==> config.mk <==
export PLATFORM = sky130hd
export DESIGN_NAME = rfs_core
export DESIGN_NICKNAME = d
export VERILOG_FILES = /design/src/hdl/rfs_pkg.sv /design/src/hdl/rfs_core.sv /design/src/hdl/rfs_crc.sv /design/src/hdl/rfs_tally.sv
export SDC_FILE = /design/constraint.sdc
export NUM_CORES = 1
export LEC_CHECK = 0
export ABC_AREA = 1
export BUFFER_PORTS_ARGS = -buffer_cell sky130_fd_sc_hd__buf_4
export CORE_MARGIN = 8
export CORE_UTILIZATION = 65
export DETAILED_ROUTE_END_ITERATION = 6
export GPL_TIMING_DRIVEN = 0
export PLACE_DENSITY = 0.9
export SLEW_MARGIN = 20
export SYNTH_ARGS = -nofsm -noshare
export SYNTH_HDL_FRONTEND = slang
export SYNTH_SLANG_ARGS = --single-unit
==> constraint.sdc <==
create_clock -name clk_i -period 6.75 [get_ports clk_i]
set_clock_uncertainty 0.05 [all_clocks]
set_input_delay 0.3375 -clock clk_i [delete_from_list [all_inputs] [get_ports clk_i]]
set_output_delay 0.3375 -clock clk_i [all_outputs]
set_load 0.01 [all_outputs]
==> src/hdl/rfs_pkg.sv <==
// Constants and types shared by the receive filter and status block.
package rfs_pkg;

  // ----------------------------------------------------------------
  // Register indices (byte address is four times the index)
  // ----------------------------------------------------------------
  localparam logic [5:0] RFS_IDX_RX_CFG = 6'h0C;
  localparam logic [5:0] RFS_IDX_TALLY = 6'h0D;
  localparam logic [5:0] RFS_IDX_TX_PAGE = 6'h10;
  localparam logic [5:0] RFS_IDX_PAR = 6'h11;
  localparam logic [5:0] RFS_IDX_MAR = 6'h18;
  localparam int RFS_NUM_TALLY = 3;
  localparam int RFS_NUM_PAR = 6;
  localparam int RFS_NUM_MAR = 8;

  // ----------------------------------------------------------------
  // Field positions and reset values
  // ----------------------------------------------------------------
  localparam int RFS_CFG_SAVE = 0;
  localparam int RFS_CFG_RUNT = 1;
  localparam int RFS_CFG_BCAST = 2;
  localparam int RFS_CFG_MCAST = 3;
  localparam int RFS_CFG_PROMISC = 4;
  localparam int RFS_CFG_MONITOR = 5;
  localparam logic [7:0] RFS_CFG_MASK = 8'h3F;
  localparam int RFS_ST_INTACT = 0;
  localparam int RFS_ST_CRC = 1;
  localparam int RFS_ST_ALIGN = 2;
  localparam int RFS_ST_OVERRUN = 3;
  localparam int RFS_ST_MISSED = 4;
  localparam int RFS_ST_ADDR_TYPE = 5;
  localparam int RFS_ST_RX_OFF = 6;
  localparam int RFS_ST_DEFER = 7;
  localparam int RFS_TALLY_ALN = 0;
  localparam int RFS_TALLY_CRC = 1;
  localparam int RFS_TALLY_MISS = 2;
  localparam logic [7:0] RFS_RST_BYTE = 8'h00;
  localparam logic [63:0] RFS_RST_MAR = 64'h0;

  // ----------------------------------------------------------------
  // Frame lengths and frame check sequence
  // ----------------------------------------------------------------
  localparam logic [6:0] RFS_MIN_LEN = 7'd64;
  localparam logic [6:0] RFS_RUNT_MIN = 7'd8;
  localparam logic [6:0] RFS_LAST_DA = 7'd5;
  localparam logic [31:0] RFS_CRC_INIT = 32'hFFFFFFFF;
  localparam logic [31:0] RFS_CRC_POLY = 32'hEDB88320;
  localparam logic [31:0] RFS_CRC_RESIDUE = 32'hDEBB20E3;

  // Receive sequencer states, Gray coded along the frame path.
  typedef enum logic [1:0] {
    RFS_IDLE = 2'b00,
    RFS_ADDR = 2'b01,
    RFS_DATA = 2'b11,
    RFS_DONE = 2'b10
  } rfs_state_t;

endpackage

==> src/hdl/rfs_core.sv <==
// Receive packet filter, receive status and transmit page start.
//
// Contract
// - Reject CRC/alignment errors unless saving errored packets.
// - Runts of eight bytes or more accepted when enabled.
// - All-ones destination accepted only with broadcast enable.
// - Multicast destinations pass the hash filter when enabled.
// - Promiscuous accepts any physical, else station match.
// - Monitor checks packets, counts them, stores nothing.
// - Broadcast, multicast and station matching are OR-ed.
// - Status byte written for good or saved errored packets.
// - Status bits 5 to 0 clear as the next packet starts.
// - Intact set only when no error bit is set.
// - CRC bit covers alignment errors; counted in tally.
// - Alignment error: dribble bits plus bad CRC; counted.
// - FIFO overflow sets overrun and aborts the packet.
// - Missed packet on no buffers or monitor; counted.
// - Address type: zero physical, one multicast.
// - Receiver-disabled follows monitor mode.
// - Deferring follows carrier, collision and jabber.
// - Every register is one byte wide.
// - Page registers hold address bits 15 to 8 only.
// - Transmit DMA starts at page start, low byte zero.
// - Six top CRC bits pick one of 64 filter bits.
// - Station match compares destination byte by byte.
`timescale 1ns/1ns
`default_nettype none
module rfs_core
  import rfs_pkg::*;
#(
  parameter int TALLY_WIDTH = 8
) (
  // Clock and reset
  input wire logic clk_i,
  input wire logic rst_i,
  // Wishbone register slave
  input wire logic wb_cyc_i,
  input wire logic wb_stb_i,
  input wire logic wb_we_i,
  input wire logic [7:0] wb_adr_i,
  input wire logic [3:0] wb_sel_i,
  input wire logic [31:0] wb_dat_i,
  output logic [31:0] wb_dat_o,
  output logic wb_ack_o,
  // Received byte stream from the Manchester codec
  input wire logic rx_sof_i,
  input wire logic rx_byte_valid_i,
  input wire logic [7:0] rx_byte_i,
  input wire logic rx_eof_i,
  input wire logic rx_dribble_i,
  // Buffer and FIFO conditions from neighbouring logic
  input wire logic rx_fifo_overflow_i,
  input wire logic rx_buffer_avail_i,
  // Medium conditions from the codec and transceiver
  input wire logic carrier_sense_i,
  input wire logic collision_i,
  input wire logic jabber_cd_i,
  // Receive results
  output logic rx_addr_ok_o,
  output logic rx_accept_o,
  output logic rx_abort_o,
  output logic rx_done_o,
  output logic rx_status_we_o,
  output logic [7:0] rx_status_o,
  // Transmit local DMA seed
  input wire logic tx_start_i,
  output logic tx_dma_load_o,
  output logic [15:0] tx_dma_addr_o
);

  // ----------------------------------------------------------------
  // State of the block
  // ----------------------------------------------------------------
  typedef struct packed {
    rfs_state_t st;
    logic [7:0] cfg;
    logic [7:0] tx_page;
    logic [RFS_NUM_PAR-1:0][7:0] par;
    logic [63:0] mar;
    logic [7:0] status;
    logic [6:0] cnt;
    logic phys_ok;
    logic bcast;
    logic mcast;
    logic hash_pend;
    logic addr_ok;
    logic ack;
    logic [7:0] rdat;
    logic [15:0] dma;
    logic dma_ld;
    logic stat_we;
    logic accept;
    logic abort;
    logic done;
    logic [RFS_NUM_TALLY-1:0] inc;
  } rfs_regs_t;

  rfs_regs_t q;
  rfs_regs_t d;
  logic [31:0] crc;
  logic [5:0] hidx;
  logic [5:0] widx;
  logic wr_en;
  logic [RFS_NUM_TALLY-1:0] tally_clr;
  logic [RFS_NUM_TALLY-1:0][TALLY_WIDTH-1:0] tally;
  logic crc_bad;
  logic len_ok;
  logic keep;
  logic miss;

  // True when an index falls inside a block of registers.
  function automatic logic rfs_in(input logic [5:0] idx,
                                  input logic [5:0] base,
                                  input int num);
    return (idx >= base) && ({26'h0, idx} < {26'h0, base} + num);
  endfunction

  // ----------------------------------------------------------------
  // Helpers
  // ----------------------------------------------------------------
  // The six most significant CRC bits sit reversed in the low bits
  // of the reflected remainder.
  assign hidx = {crc[0], crc[1], crc[2], crc[3], crc[4], crc[5]};
  assign widx = wb_adr_i[7:2];
  assign wr_en = wb_cyc_i && wb_stb_i && wb_we_i && wb_sel_i[0] && !q.ack;

  // Writing any byte to a tally register clears that tally.
  for (genvar k = 0; k < RFS_NUM_TALLY; k++) begin : g_clr
    assign tally_clr[k] = wr_en && (widx == RFS_IDX_TALLY + 6'(k));
  end

  // End-of-frame verdict from the remainder and the byte count.
  assign crc_bad = (crc != RFS_CRC_RESIDUE);
  assign len_ok = (q.cnt >= RFS_MIN_LEN) ||
                  (q.cfg[RFS_CFG_RUNT] && q.cnt >= RFS_RUNT_MIN);
  assign keep = q.addr_ok && len_ok &&
                (!crc_bad || q.cfg[RFS_CFG_SAVE]);
  assign miss = keep &&
                (q.cfg[RFS_CFG_MONITOR] || !rx_buffer_avail_i);

  // ----------------------------------------------------------------
  // Next-state logic
  // ----------------------------------------------------------------
  always_comb begin
    d = q;
    d.ack = 1'b0;
    d.dma_ld = 1'b0;
    d.stat_we = 1'b0;
    d.accept = 1'b0;
    d.abort = 1'b0;
    d.done = 1'b0;
    d.inc = '0;

    // Live medium and mode flags in the status byte.
    // These two bits are not cleared by a new frame; they track the
    // medium and the mode one cycle behind.
    d.status[RFS_ST_DEFER] = carrier_sense_i || collision_i ||
                             jabber_cd_i;
    d.status[RFS_ST_RX_OFF] = q.cfg[RFS_CFG_MONITOR];

    // Bus access: answer once, one cycle after the request.
    if (wb_cyc_i && wb_stb_i && !q.ack) begin
      d.ack = 1'b1;
      d.rdat = 8'h00;
      if (widx == RFS_IDX_RX_CFG) begin
        d.rdat = q.status;
      end else if (rfs_in(widx, RFS_IDX_TALLY, RFS_NUM_TALLY)) begin
        d.rdat = 8'(tally[widx - RFS_IDX_TALLY]);
      end else if (widx == RFS_IDX_TX_PAGE) begin
        d.rdat = q.tx_page;
      end else if (rfs_in(widx, RFS_IDX_PAR, RFS_NUM_PAR)) begin
        d.rdat = q.par[widx - RFS_IDX_PAR];
      end else if (rfs_in(widx, RFS_IDX_MAR, RFS_NUM_MAR)) begin
        d.rdat = q.mar[8 * (widx - RFS_IDX_MAR) +: 8];
      end
    end

    // Register writes take the low byte lane only.
    if (wr_en) begin
      if (widx == RFS_IDX_RX_CFG) begin
        d.cfg = wb_dat_i[7:0] & RFS_CFG_MASK;
      end else if (widx == RFS_IDX_TX_PAGE) begin
        d.tx_page = wb_dat_i[7:0];
      end else if (rfs_in(widx, RFS_IDX_PAR, RFS_NUM_PAR)) begin
        d.par[widx - RFS_IDX_PAR] = wb_dat_i[7:0];
      end else if (rfs_in(widx, RFS_IDX_MAR, RFS_NUM_MAR)) begin
        d.mar[8 * (widx - RFS_IDX_MAR) +: 8] = wb_dat_i[7:0];
      end
    end

    // Transmit start seeds the local DMA on a page boundary.
    if (tx_start_i) begin
      d.dma = {q.tx_page, 8'h00};
      d.dma_ld = 1'b1;
    end

    // Receive sequencer: overflow first, then a new frame.
    if (rx_fifo_overflow_i && q.st != RFS_IDLE) begin
      // An aborted frame never reaches the end-of-frame verdict, so
      // the overrun bit is the only record that it was seen.
      d.status[RFS_ST_OVERRUN] = 1'b1;
      d.status[RFS_ST_INTACT] = 1'b0;
      d.abort = 1'b1;
      d.addr_ok = 1'b0;
      d.st = RFS_IDLE;
    end else if (rx_sof_i) begin
      d.status[5:0] = 6'h00;
      d.cnt = 7'd0;
      d.phys_ok = 1'b1;
      d.bcast = 1'b1;
      d.mcast = 1'b0;
      d.hash_pend = 1'b0;
      d.addr_ok = 1'b0;
      d.st = RFS_ADDR;
    end else begin
      case (q.st)
        RFS_IDLE: begin
          d.st = RFS_IDLE;
        end
        RFS_ADDR: begin
          if (rx_eof_i) begin
            d.st = RFS_DONE;
            d.done = 1'b1;
          end else if (rx_byte_valid_i) begin
            d.cnt = q.cnt + 7'd1;
            d.phys_ok = q.phys_ok &&
                        (rx_byte_i == q.par[q.cnt[2:0]]);
            d.bcast = q.bcast && (rx_byte_i == 8'hFF);
            if (q.cnt == 7'd0) begin
              d.mcast = rx_byte_i[0];
            end
            if (q.cnt == RFS_LAST_DA) begin
              d.hash_pend = 1'b1;
              d.st = RFS_DATA;
            end
          end
        end
        RFS_DATA: begin
          // The remainder after the last address byte is ready now.
          if (q.hash_pend) begin
            d.hash_pend = 1'b0;
            // Each address class has its own enable, so the classes
            // combine as an OR; broadcast never falls through to the
            // hash filter, which keeps an all-ones hash bit harmless.
            if (q.mcast) begin
              d.addr_ok = q.bcast ? q.cfg[RFS_CFG_BCAST]
                        : (q.cfg[RFS_CFG_MCAST] && q.mar[hidx]);
            end else begin
              d.addr_ok = q.cfg[RFS_CFG_PROMISC] || q.phys_ok;
            end
          end
          if (rx_eof_i) begin
            d.st = RFS_DONE;
            d.done = 1'b1;
            // Status bits are updated for rejected frames as well.
            d.status[RFS_ST_CRC] = crc_bad;
            d.status[RFS_ST_ALIGN] = crc_bad && rx_dribble_i;
            d.status[RFS_ST_MISSED] = miss;
            d.status[RFS_ST_ADDR_TYPE] = q.mcast;
            d.status[RFS_ST_INTACT] = !crc_bad && !miss;
            d.accept = keep && !miss;
            d.stat_we = keep && !miss;
            d.inc[RFS_TALLY_CRC] = q.addr_ok && crc_bad;
            d.inc[RFS_TALLY_ALN] = q.addr_ok && crc_bad &&
                                   rx_dribble_i;
            d.inc[RFS_TALLY_MISS] = miss;
          end else if (rx_byte_valid_i && q.cnt < RFS_MIN_LEN) begin
            d.cnt = q.cnt + 7'd1;
          end
        end
        RFS_DONE: begin
          d.st = RFS_IDLE;
        end
        default: begin
          d.st = RFS_IDLE;
        end
      endcase
    end
  end

  // ----------------------------------------------------------------
  // State register
  // ----------------------------------------------------------------
  always_ff @(posedge clk_i) begin
    if (rst_i) begin
      q <= '0;
      q.st <= RFS_IDLE;
      q.cfg <= RFS_RST_BYTE;
      // Status is cleared here although software may not rely on it
      // before the first frame.
      q.tx_page <= RFS_RST_BYTE;
      q.mar <= RFS_RST_MAR;
      q.status <= RFS_RST_BYTE;
    end else begin
      q <= d;
    end
  end

  // ----------------------------------------------------------------
  // Frame check engine and tally counters
  // ----------------------------------------------------------------
  rfs_crc u_crc (
    .clk_i(clk_i),
    .rst_i(rst_i),
    .init_i(rx_sof_i),
    .en_i(rx_byte_valid_i && q.st != RFS_IDLE),
    .byte_i(rx_byte_i),
    .crc_o(crc)
  );

  // One tally each for alignment, CRC and missed packets.
  for (genvar k = 0; k < RFS_NUM_TALLY; k++) begin : g_tally
    rfs_tally #(
      .WIDTH(TALLY_WIDTH)
    ) u_tally (
      .clk_i(clk_i),
      .rst_i(rst_i),
      .inc_i(q.inc[k]),
      .clr_i(tally_clr[k]),
      .count_o(tally[k])
    );
  end

  // ----------------------------------------------------------------
  // Outputs
  // ----------------------------------------------------------------
  // Bus answers and receive results come straight from flip-flops.
  assign wb_ack_o = q.ack;
  assign wb_dat_o = {24'h000000, q.rdat};
  assign rx_addr_ok_o = q.addr_ok;
  assign rx_accept_o = q.accept;
  assign rx_abort_o = q.abort;
  assign rx_done_o = q.done;
  assign rx_status_we_o = q.stat_we;
  assign rx_status_o = q.status;
  assign tx_dma_load_o = q.dma_ld;
  assign tx_dma_addr_o = q.dma;

endmodule // rfs_core
`default_nettype wire

==> src/hdl/rfs_crc.sv <==
// Byte-wide frame check sequence engine, least significant bit first.
`timescale 1ns/1ns
`default_nettype none
module rfs_crc
  import rfs_pkg::*;
(
  // Clock and reset
  input wire logic clk_i,
  input wire logic rst_i,
  // Byte stream
  input wire logic init_i,
  input wire logic en_i,
  input wire logic [7:0] byte_i,
  // Running remainder
  output logic [31:0] crc_o
);

  // One byte of the reflected polynomial division.
  function automatic logic [31:0] rfs_step(input logic [31:0] c,
                                           input logic [7:0] b);
    logic [31:0] r;
    r = c;
    for (int i = 0; i < 8; i++) begin
      r = (r[0] ^ b[i]) ? ((r >> 1) ^ RFS_CRC_POLY) : (r >> 1);
    end
    return r;
  endfunction

  // Restarts at each frame and folds in every received byte.
  always_ff @(posedge clk_i) begin
    if (rst_i || init_i) begin
      crc_o <= RFS_CRC_INIT;
    end else if (en_i) begin
      crc_o <= rfs_step(crc_o, byte_i);
    end
  end

endmodule // rfs_crc
`default_nettype wire

==> src/hdl/rfs_tally.sv <==
// Saturating event tally counter with software clear.
`timescale 1ns/1ns
`default_nettype none
module rfs_tally #(
  parameter int WIDTH = 8
) (
  // Clock and reset
  input wire logic clk_i,
  input wire logic rst_i,
  // Events
  input wire logic inc_i,
  input wire logic clr_i,
  // Count
  output logic [WIDTH-1:0] count_o
);

  // An event in the clearing cycle is kept as a count of one.
  always_ff @(posedge clk_i) begin
    if (rst_i) begin
      count_o <= '0;
    end else if (clr_i) begin
      count_o <= {{(WIDTH-1){1'b0}}, inc_i};
    end else if (inc_i && !(&count_o)) begin
      count_o <= count_o + 1'b1;
    end
  end

endmodule // rfs_tally
`default_nettype wire

==> impl_metrics.csv, run 1 <==
group,metric,value,unit
synth,synth_compound_area_frac,0.184,
critical_path,cpMaxStageDelayCell,"buf_1",
synth,synth-async-reset-ratio,0,
routing,routed_via_density,5.93,
place,io_buffers,64,
clock_network,cts_buffer_depth,3,
finish,diodes,0,
finish,layout_common_cells,"401 x nand2_1, 293 x nor2_1, 228 x dfxtp_1, 209 x inv_1, 204 x o21ai_0",
timing,fin_crit,4.15,ns
power,power.leakage,6.83,nW
place,place_ws,2.17,ns
finish,fin_cells,2494,
timing,fin_hold_ws,0.0451,ns
routing,drt_wl_total,47700,um
floorplanning,dieArea,0.0259,mm2
timing,post-route-period-util,0.614,
place,place_congestion,1.01,
global_route,grtUsageTotal,0.354,
clock_network,postCtsSetupBuffers,0,
timing,setup_violations,0,
routing,ant_nets,0,
clock_network,ctsResizeCount,0,
finish,finalCoreUtilization,0.746,
run,maxCapViolations,0,
routing,drt_pre_antenna_iters,7,
timing,fmax,0.241,GHz
global_route,grt_overflow,0,
finish,seq_area,0.00456,mm2
timing,setup_tns,0,ns
synth,synth-adder-area-share,0.0201,
finish,nets,2291,
critical_path,arrival,4.52,ns
critical_path,end_kind,"register",
power,power_density,217,mW/mm2
global_route,grt_pass1_vias,13700,
hold_path,min_path_type,"in2reg",
finish,synthToLayoutAreaGrowth,13.6,%
finish,multi_input_area,0.00758,mm2
synth,yosysWarningCount,0,
clock_network,cts_sinks,228,
timing,tightest_slew,0.884,ns
global_route,grt_max_degree,14,
synth,synth_edf_count,0,
floorplanning,ios,130,
critical_path,path_class,"in2reg",
synth,synth_flop_cell,"dfxtp_1",
critical_path,cp_top_family,"buffers and inverters",
timing,relSlewSlack,0.411,
critical_path,crit_top_cell,"nor2_1",
floorplanning,design.core.area,0.0208,mm2
place,hpwl,36200,um
outcome,status,"finished, final reports clean",
timing,maxSlewViolCount,0,
critical_path,crit_path_start_kind,"input port",
timing,rsz0062_at_grt,"false",
synth,synthSimpleGateAreaFrac,0.290,
finish,fillerInstances,1688,
clock_network,clock-root-buffer,"clkbuf_16",
global_route,antenna_found_initial,1,
clock_network,cts_max_level,1,
synth,synth_area,0.0137,mm2
finish,drive_gt1_frac,0.113,
critical_path,cp_max_fo,11,
global_route,grt_pass1_wl,73900,um
hold_path,hold_start,"rx_fifo_overflow_i",
timing,worst_slack,2.60,ns
routing,vias,14800,
synth,syn_avg_cell_area,6.59,um2
critical_path,cp.required,7.12,ns
critical_path,r2r-start,"u_crc.crc_o[3]$_SDFFE_PP1P_",
floorplanning,die_w,161,um
routing,drc,0,
synth,yosysUniqueCellTypes,53,
clock_network,clk_latency,0.55,ns
synth,synth_top_family_by_area,"simple AND/OR/NAND/NOR gates",
synth,ys_ff_latch,228,
floorplanning,die_y,161,um
clock_network,cts.clk_slew.worst_paths,0.06,ns
floorplanning,start_util,0.657,
critical_path,cp.buffers_inverters,6,
finish,mostFrequentLayoutCell,"nand2_1",
routing,drtIter0Drc,1966,
timing,hold_violations,0,
synth,synthMuxAreaShare,0,
synth,yosysSeqAreaShare,0.334,
critical_path,crit_chain,"buf_4 -> buf_2 -> inv_2 -> clkbuf_1 -> buf_1 -> ha_1 -> nand4_2 -> nor2_1 -> nand2_1 -> ha_1 -> nor2_1 -> nand2_1 -> o21ai_2 -> nand3_4 -> nor3_4 -> nand3_2 -> buf_2 -> o21ai_0 -> nor2_1",
power,peakVddDrop,0.210,mV
place,place_inst,2447,
critical_path,cp-startpoint,"wb_adr_i[2]",
routing,routedWlPerCell,19.1,um
critical_path,cp_slowest_stage_delay,0.58,ns
synth,postSynthCellCount,2077,
clock_network,numCtsBuffers,26,
floorplanning,num_rows,53,
clock_network,cts_tree,"built",
synth,synthXorXnorAreaFrac,0.0506,
==> final timing paths <==
kind,endpoint,slack [ns],cells after the start
max,q[75]$_SDFFE_PP0P_,2.60,19
min,rx_abort_o$_SDFF_PP0_,0.05,3
max reg2reg,q[0]$_SDFF_PP0_,3.76,7
min reg2reg,wb_dat_o[3]$_SDFFE_PP0P_,0.42,2
==> power by group <==
part           switching [mW]  total (mW)  internal (mW)
Sequential             0.0137        1.37           1.36
Combinational           0.349       0.509          0.160
Clock                   0.597        1.49          0.892
Total                   0.960        3.37           2.41
==> worst min-delay path, cell delays in order <==
cell,delay (ns)
buf_4,0.08
o21ai_2,0.08
nor2_1,0.09
==> what timing repair did <==
item | in CTS | in global routing
hold buffers | 2 | 0
hold endpoints to repair | 1 | 0
endpoints found under the setup margin | 0 | 0
==> Yosys cell counts (2+ instances only) <==
cell | count | area share
clkbuf_1 | 54 | 0.015
or2_2 | 9 | 0.0041
nand2_4 | 2 | 0.0016
nor2_4 | 5 | 0.0041
buf_6 | 2 | 0.0016
nand3_2 | 3 | 0.0022
nor4_1 | 4 | 0.0018
dfxtp_1 | 228 | 0.33
inv_2 | 14 | 0.0038
nor3_1 | 37 | 0.014
xnor2_2 | 4 | 0.0048
buf_1 | 10 | 0.0027
a21oi_1 | 169 | 0.062
xnor2_1 | 12 | 0.0077
buf_4 | 60 | 0.033
nor2_2 | 7 | 0.0032
o21ai_2 | 2 | 0.0013
nand2_2 | 2 | 0.00091
o211ai_1 | 49 | 0.027
xor2_2 | 4 | 0.0048
xor2_1 | 49 | 0.031
a211oi_1 | 4 | 0.0022
clkinv_1 | 4 | 0.0011
nor2_1 | 293 | 0.080
ha_1 | 22 | 0.020
a21boi_0 | 7 | 0.0038
nand3b_1 | 7 | 0.0038
nand4_1 | 12 | 0.0055
nand2_1 | 401 | 0.11
nor3b_1 | 5 | 0.0027
o21bai_1 | 4 | 0.0022
o21ai_1 | 12 | 0.0044
o221ai_1 | 3 | 0.0019
a31oi_1 | 4 | 0.0018
o21ai_0 | 204 | 0.075
buf_2 | 18 | 0.0066
nand4_2 | 2 | 0.0018
nor3_4 | 2 | 0.0024
inv_1 | 209 | 0.057
nand3_1 | 125 | 0.046
==> stage by stage <==
step,total power [mW],cell area (um2)
floorplan,1.73,13800
global placement,1.88,14600
detailed placement,1.89,14600
CTS,3.34,15500
global route,3.46,15500
finish,3.37,15500
==> cell families (layout without fill, tap and decap cells) <==
family | Yosys count | count (layout)
simple gates | 922 | 922
compound gates | 463 | 463
buf+inv | 371 | 482
flops | 228 | 228
xor+xnor | 70 | 70
fa+ha+maj | 22 | 22
other cells | 1 | 32
==> sequential cells by signal, indices dropped and copies added (netlist names) <==
register,count
q,141
u_crc.crc_o,32
g_tally.u_tally.count_o,24
rx_status_o,8
tx_dma_addr_o,8
wb_dat_o,8
d,1
rx_abort_o,1
rx_accept_o,1
rx_addr_ok_o,1
rx_done_o,1
tx_dma_load_o,1
wb_ack_o,1
==> final cells by class <==
cell class | instances | area share
Clock buffer | 36 | 0.0508
Sequential cell | 228 | 0.294
Clock inverter | 9 | 0.00716
Tap cell | 275 | 0.0221
Multi-Input combinational cell | 1509 | 0.488
Buffer | 144 | 0.0517
Inverter | 227 | 0.0548
Timing Repair Buffer | 66 | 0.0322
==> metal layers <==
layer / wire [um] / vias up / global-route usage
met2: 21000 / 928 / 0.555
li1: - / 6918 / -
met5: 10 / - / 0
met1: 19000 / 6763 / 0.461
met4: 1970 / 2 / 0.143
met3: 5750 / 172 / 0.0832
Power figures use the tool's default switching activity.
==> inputs of run 2 (changes only) <==
--- a/config.mk
+++ b/config.mk
@@ -8,10 +8,10 @@
 export ABC_AREA = 1
 export BUFFER_PORTS_ARGS = -buffer_cell sky130_fd_sc_hd__buf_4
 export CORE_MARGIN = 8
-export CORE_UTILIZATION = 65
+export CORE_UTILIZATION = 55
 export DETAILED_ROUTE_END_ITERATION = 6
 export GPL_TIMING_DRIVEN = 0
-export PLACE_DENSITY = 0.9
+export PLACE_DENSITY = 0.82
 export SLEW_MARGIN = 20
 export SYNTH_ARGS = -nofsm -noshare
 export SYNTH_HDL_FRONTEND = slang
==> constraint.sdc (replaced) <==
create_clock -name clk_i -period 3.7 [get_ports clk_i]
set_clock_uncertainty 0.05 [all_clocks]
set_input_delay 0.185 -clock clk_i [delete_from_list [all_inputs] [get_ports clk_i]]
set_output_delay 0.185 -clock clk_i [all_outputs]
set_load 0.01 [all_outputs]
==> run 2 against run 1 <==
Clock power increased by 63%. Register-to-register slack got worse by 2.9 ns. Worst setup slack got worse by 2.3 ns. Non-clock buffer count increased by 13. Power increased by 74%. Combinational power increased by 82%. Critical path type unchanged. Hold slack improved by 0.074 ns. Sequential cell count unchanged. Sequential power increased by 82%. Via count decreased by 2.9%.
==> impl_metrics.csv, run 2 (same netlist as run 1, synthesis figures left out) <==
group,metric,value,unit
outcome,status,"finished, final reports clean",
finish,fillerInstances,2286,
global_route,antenna_found_initial,0,
floorplanning,design.core.area,0.0244,mm2
finish,layout_common_cells,"401 x nand2_1, 292 x nor2_1, 228 x dfxtp_1, 209 x inv_1, 204 x o21ai_0",
clock_network,postCtsSetupBuffers,0,
run,maxCapViolations,0,
finish,nets,2304,
power,power_density,375,mW/mm2
routing,drt_wl_total,45400,um
critical_path,end_kind,"register",
critical_path,cp_max_fo,17,
clock_network,clock-root-buffer,"clkbuf_16",
power,internal_power,4.15,mW
finish,fin_cells,2556,
timing,fmax,0.291,GHz
place,place_congestion,1.05,
power,p_total,5.85,mW
finish,multi_input_area,0.00758,mm2
global_route,grt_max_degree,13,
finish,drive_gt1_frac,0.112,
power,power.leakage,6.83,nW
finish,seq_area,0.00456,mm2
clock_network,cts.clk_slew.worst_paths,0.06,ns
critical_path,arrival,3.81,ns
timing,maxSlewViolCount,0,
clock_network,cts_max_level,1,
floorplanning,num_rows,57,
finish,top_regs,"q x141, u_crc.crc_o x32, g_tally.u_tally.count_o x24",
power,peakVddDrop,0.312,mV
global_route,grt_pass1_wl,71700,um
clock_network,clk_latency,0.54,ns
critical_path,path_class,"in2reg",
finish,diodes,0,
critical_path,cp-endpoint,"q[111]$_SDFFE_PP0P_",
routing,ant_nets,0,
timing,fin_crit,3.44,ns
power,pwr-share-seq,0.427,
timing,rsz0062_at_grt,"false",
routing,drtIter0Drc,1824,
finish,design_area,0.0156,mm2
place,hpwl,34400,um
finish,mostFrequentLayoutCell,"nand2_1",
place,place_inst,2496,
routing,routedWlPerCell,17.8,um
routing,vias,14400,
clock_network,cts_buffer_depth,3,
critical_path,crit_path_start_kind,"input port",
routing,highest_layer,"met4",
timing,relSlewSlack,0.442,
routing,route.met2.wl,20200,um
hold_path,min_path_type,"in2reg",
power,p_sw,1.71,mW
timing,post-route-period-util,0.929,
routing,routed_via_density,5.62,
critical_path,rr_endpoint,"rx_addr_ok_o$_SDFFE_PP0P_",
timing,tightest_slew,0.836,ns
routing,drt_pre_antenna_iters,6,
floorplanning,start_util,0.561,
finish,largest_reg_flops,141,
critical_path,cp.required,4.08,ns
clock_network,numCtsBuffers,26,
critical_path,r2r_slack,0.83,ns
power,power_frac_clock,0.415,
routing,drc,0,
global_route,grt_overflow,0,
routing,dr_wl_met3,4160,um
power,sw_frac_of_total,0.292,
critical_path,ff2ff_path_depth,11,
critical_path,cp-startpoint,"wb_adr_i[2]",
finish,synthToLayoutAreaGrowth,14.2,%
critical_path,r2r-start,"u_crc.crc_o[3]$_SDFFE_PP1P_",
power,combPwrFrac,0.158,
floorplanning,die_y,174,um
timing,setup_tns,0,ns
place,place_area,0.0147,mm2
clock_network,cts_sinks,228,
timing,worst_slack,0.264,ns
floorplanning,die_w,174,um
timing,setup_violations,0,
global_route,grt_pass1_vias,13600,
clock_network,cts_tree,"built",
floorplanning,dieArea,0.0302,mm2
finish,max_flop_register,"q",
timing,hold_violations,0,
hold_path,hold_start,"rst_i",
routing,wl_met1,19100,um
global_route,grtUsageTotal,0.289,
floorplanning,ios,130,
place,io_buffers,64,
place,place_ws,-0.725,ns
run 2: cell count changes in the layout (fill, tap and decap cells not counted):
| cell | delta |
|---|---|
| clkbuf_8 | -6 |
| nor2_1 | -1 |
| clkinv_2 | +5 |
| buf_1 | -1 |
| clkbuf_1 | +3 |
| dlygate4sd3_1 | +14 |
| inv_8 | -1 |
| clkinv_4 | -2 |
| clkinvlp_4 | +2 |
| nor2_2 | +1 |
| buf_2 | +1 |
| bufinv_16 | -2 |
run 2: final cells by class:
class / instances / share of cell area
buffer: 143 / 0.0512
inverter: 227 / 0.0545
timing repair buffer: 80 / 0.0410
sequential: 228 / 0.292
clock buffer: 34 / 0.0462
clock inverter: 11 / 0.00400
multi-input combinational: 1509 / 0.485
tap: 324 / 0.0259
run 2: critical path: stages:
cell,delay (ns)
buf_4,0.13
buf_2,0.20
inv_2,0.26
buf_2,0.33
ha_1,0.29
nand4_2,0.15
nor2_1,0.26
nand2_1,0.11
ha_1,0.30
nor2_1,0.09
nand2_1,0.08
o21ai_2,0.19
nand3_4,0.17
nor2_8,0.18
nand4_1,0.33
nor2_4,0.35
nand2_1,0.08
nand2_1,0.06
nor2_1,0.04
run 2: metrics by stage:
step / utilization / hold WS, ns
after CTS: 0.641 / 0.0963
final: 0.641 / 0.119
after global routing: 0.641 / 0.131
after global placement: 0.602 / 0.348
after floorplan: - / 0.255
after detailed placement: 0.602 / 0.364
run 2: what timing repair did:
item / CTS / global route
endpoints found under the hold margin: 46 / 0
gates resized for setup: 1 / 1
endpoints found under the setup margin: 41 / 51
hold buffers: 16 / 0
run 2: worst min-delay path by stage:
stage                                            to  cells after the start  slack, ns
after CTS                        q[35]$_SDFFE_PP0P_                      2        0.1
after floorplan           rx_status_o[7]$_SDFF_PP0_                      2       0.25
after global placement    rx_status_o[7]$_SDFF_PP0_                      3       0.35
after detailed placement  rx_status_o[7]$_SDFF_PP0_                      3       0.36
after global routing             q[35]$_SDFFE_PP0P_                      2       0.13
final                            q[35]$_SDFFE_PP0P_                      2       0.12
run 2: power by group through the flow:
stage	Clock, mW	Combinational (mW)	Sequential, mW
5_1_grt	2.53	1.01	2.50
3_3_place_gp	0	0.867	2.55
4_1_cts	2.44	0.897	2.50
3_5_place_dp	0	0.878	2.56
6_report	2.43	0.924	2.50
2_1_floorplan	0	0.612	2.55
run 2: metal layers:
metal  vias up  global-route usage
met4         0               0.115
met3       131              0.0447
met2       765               0.473
met5         -                   0
met1      6526               0.376
li1       6937                   -
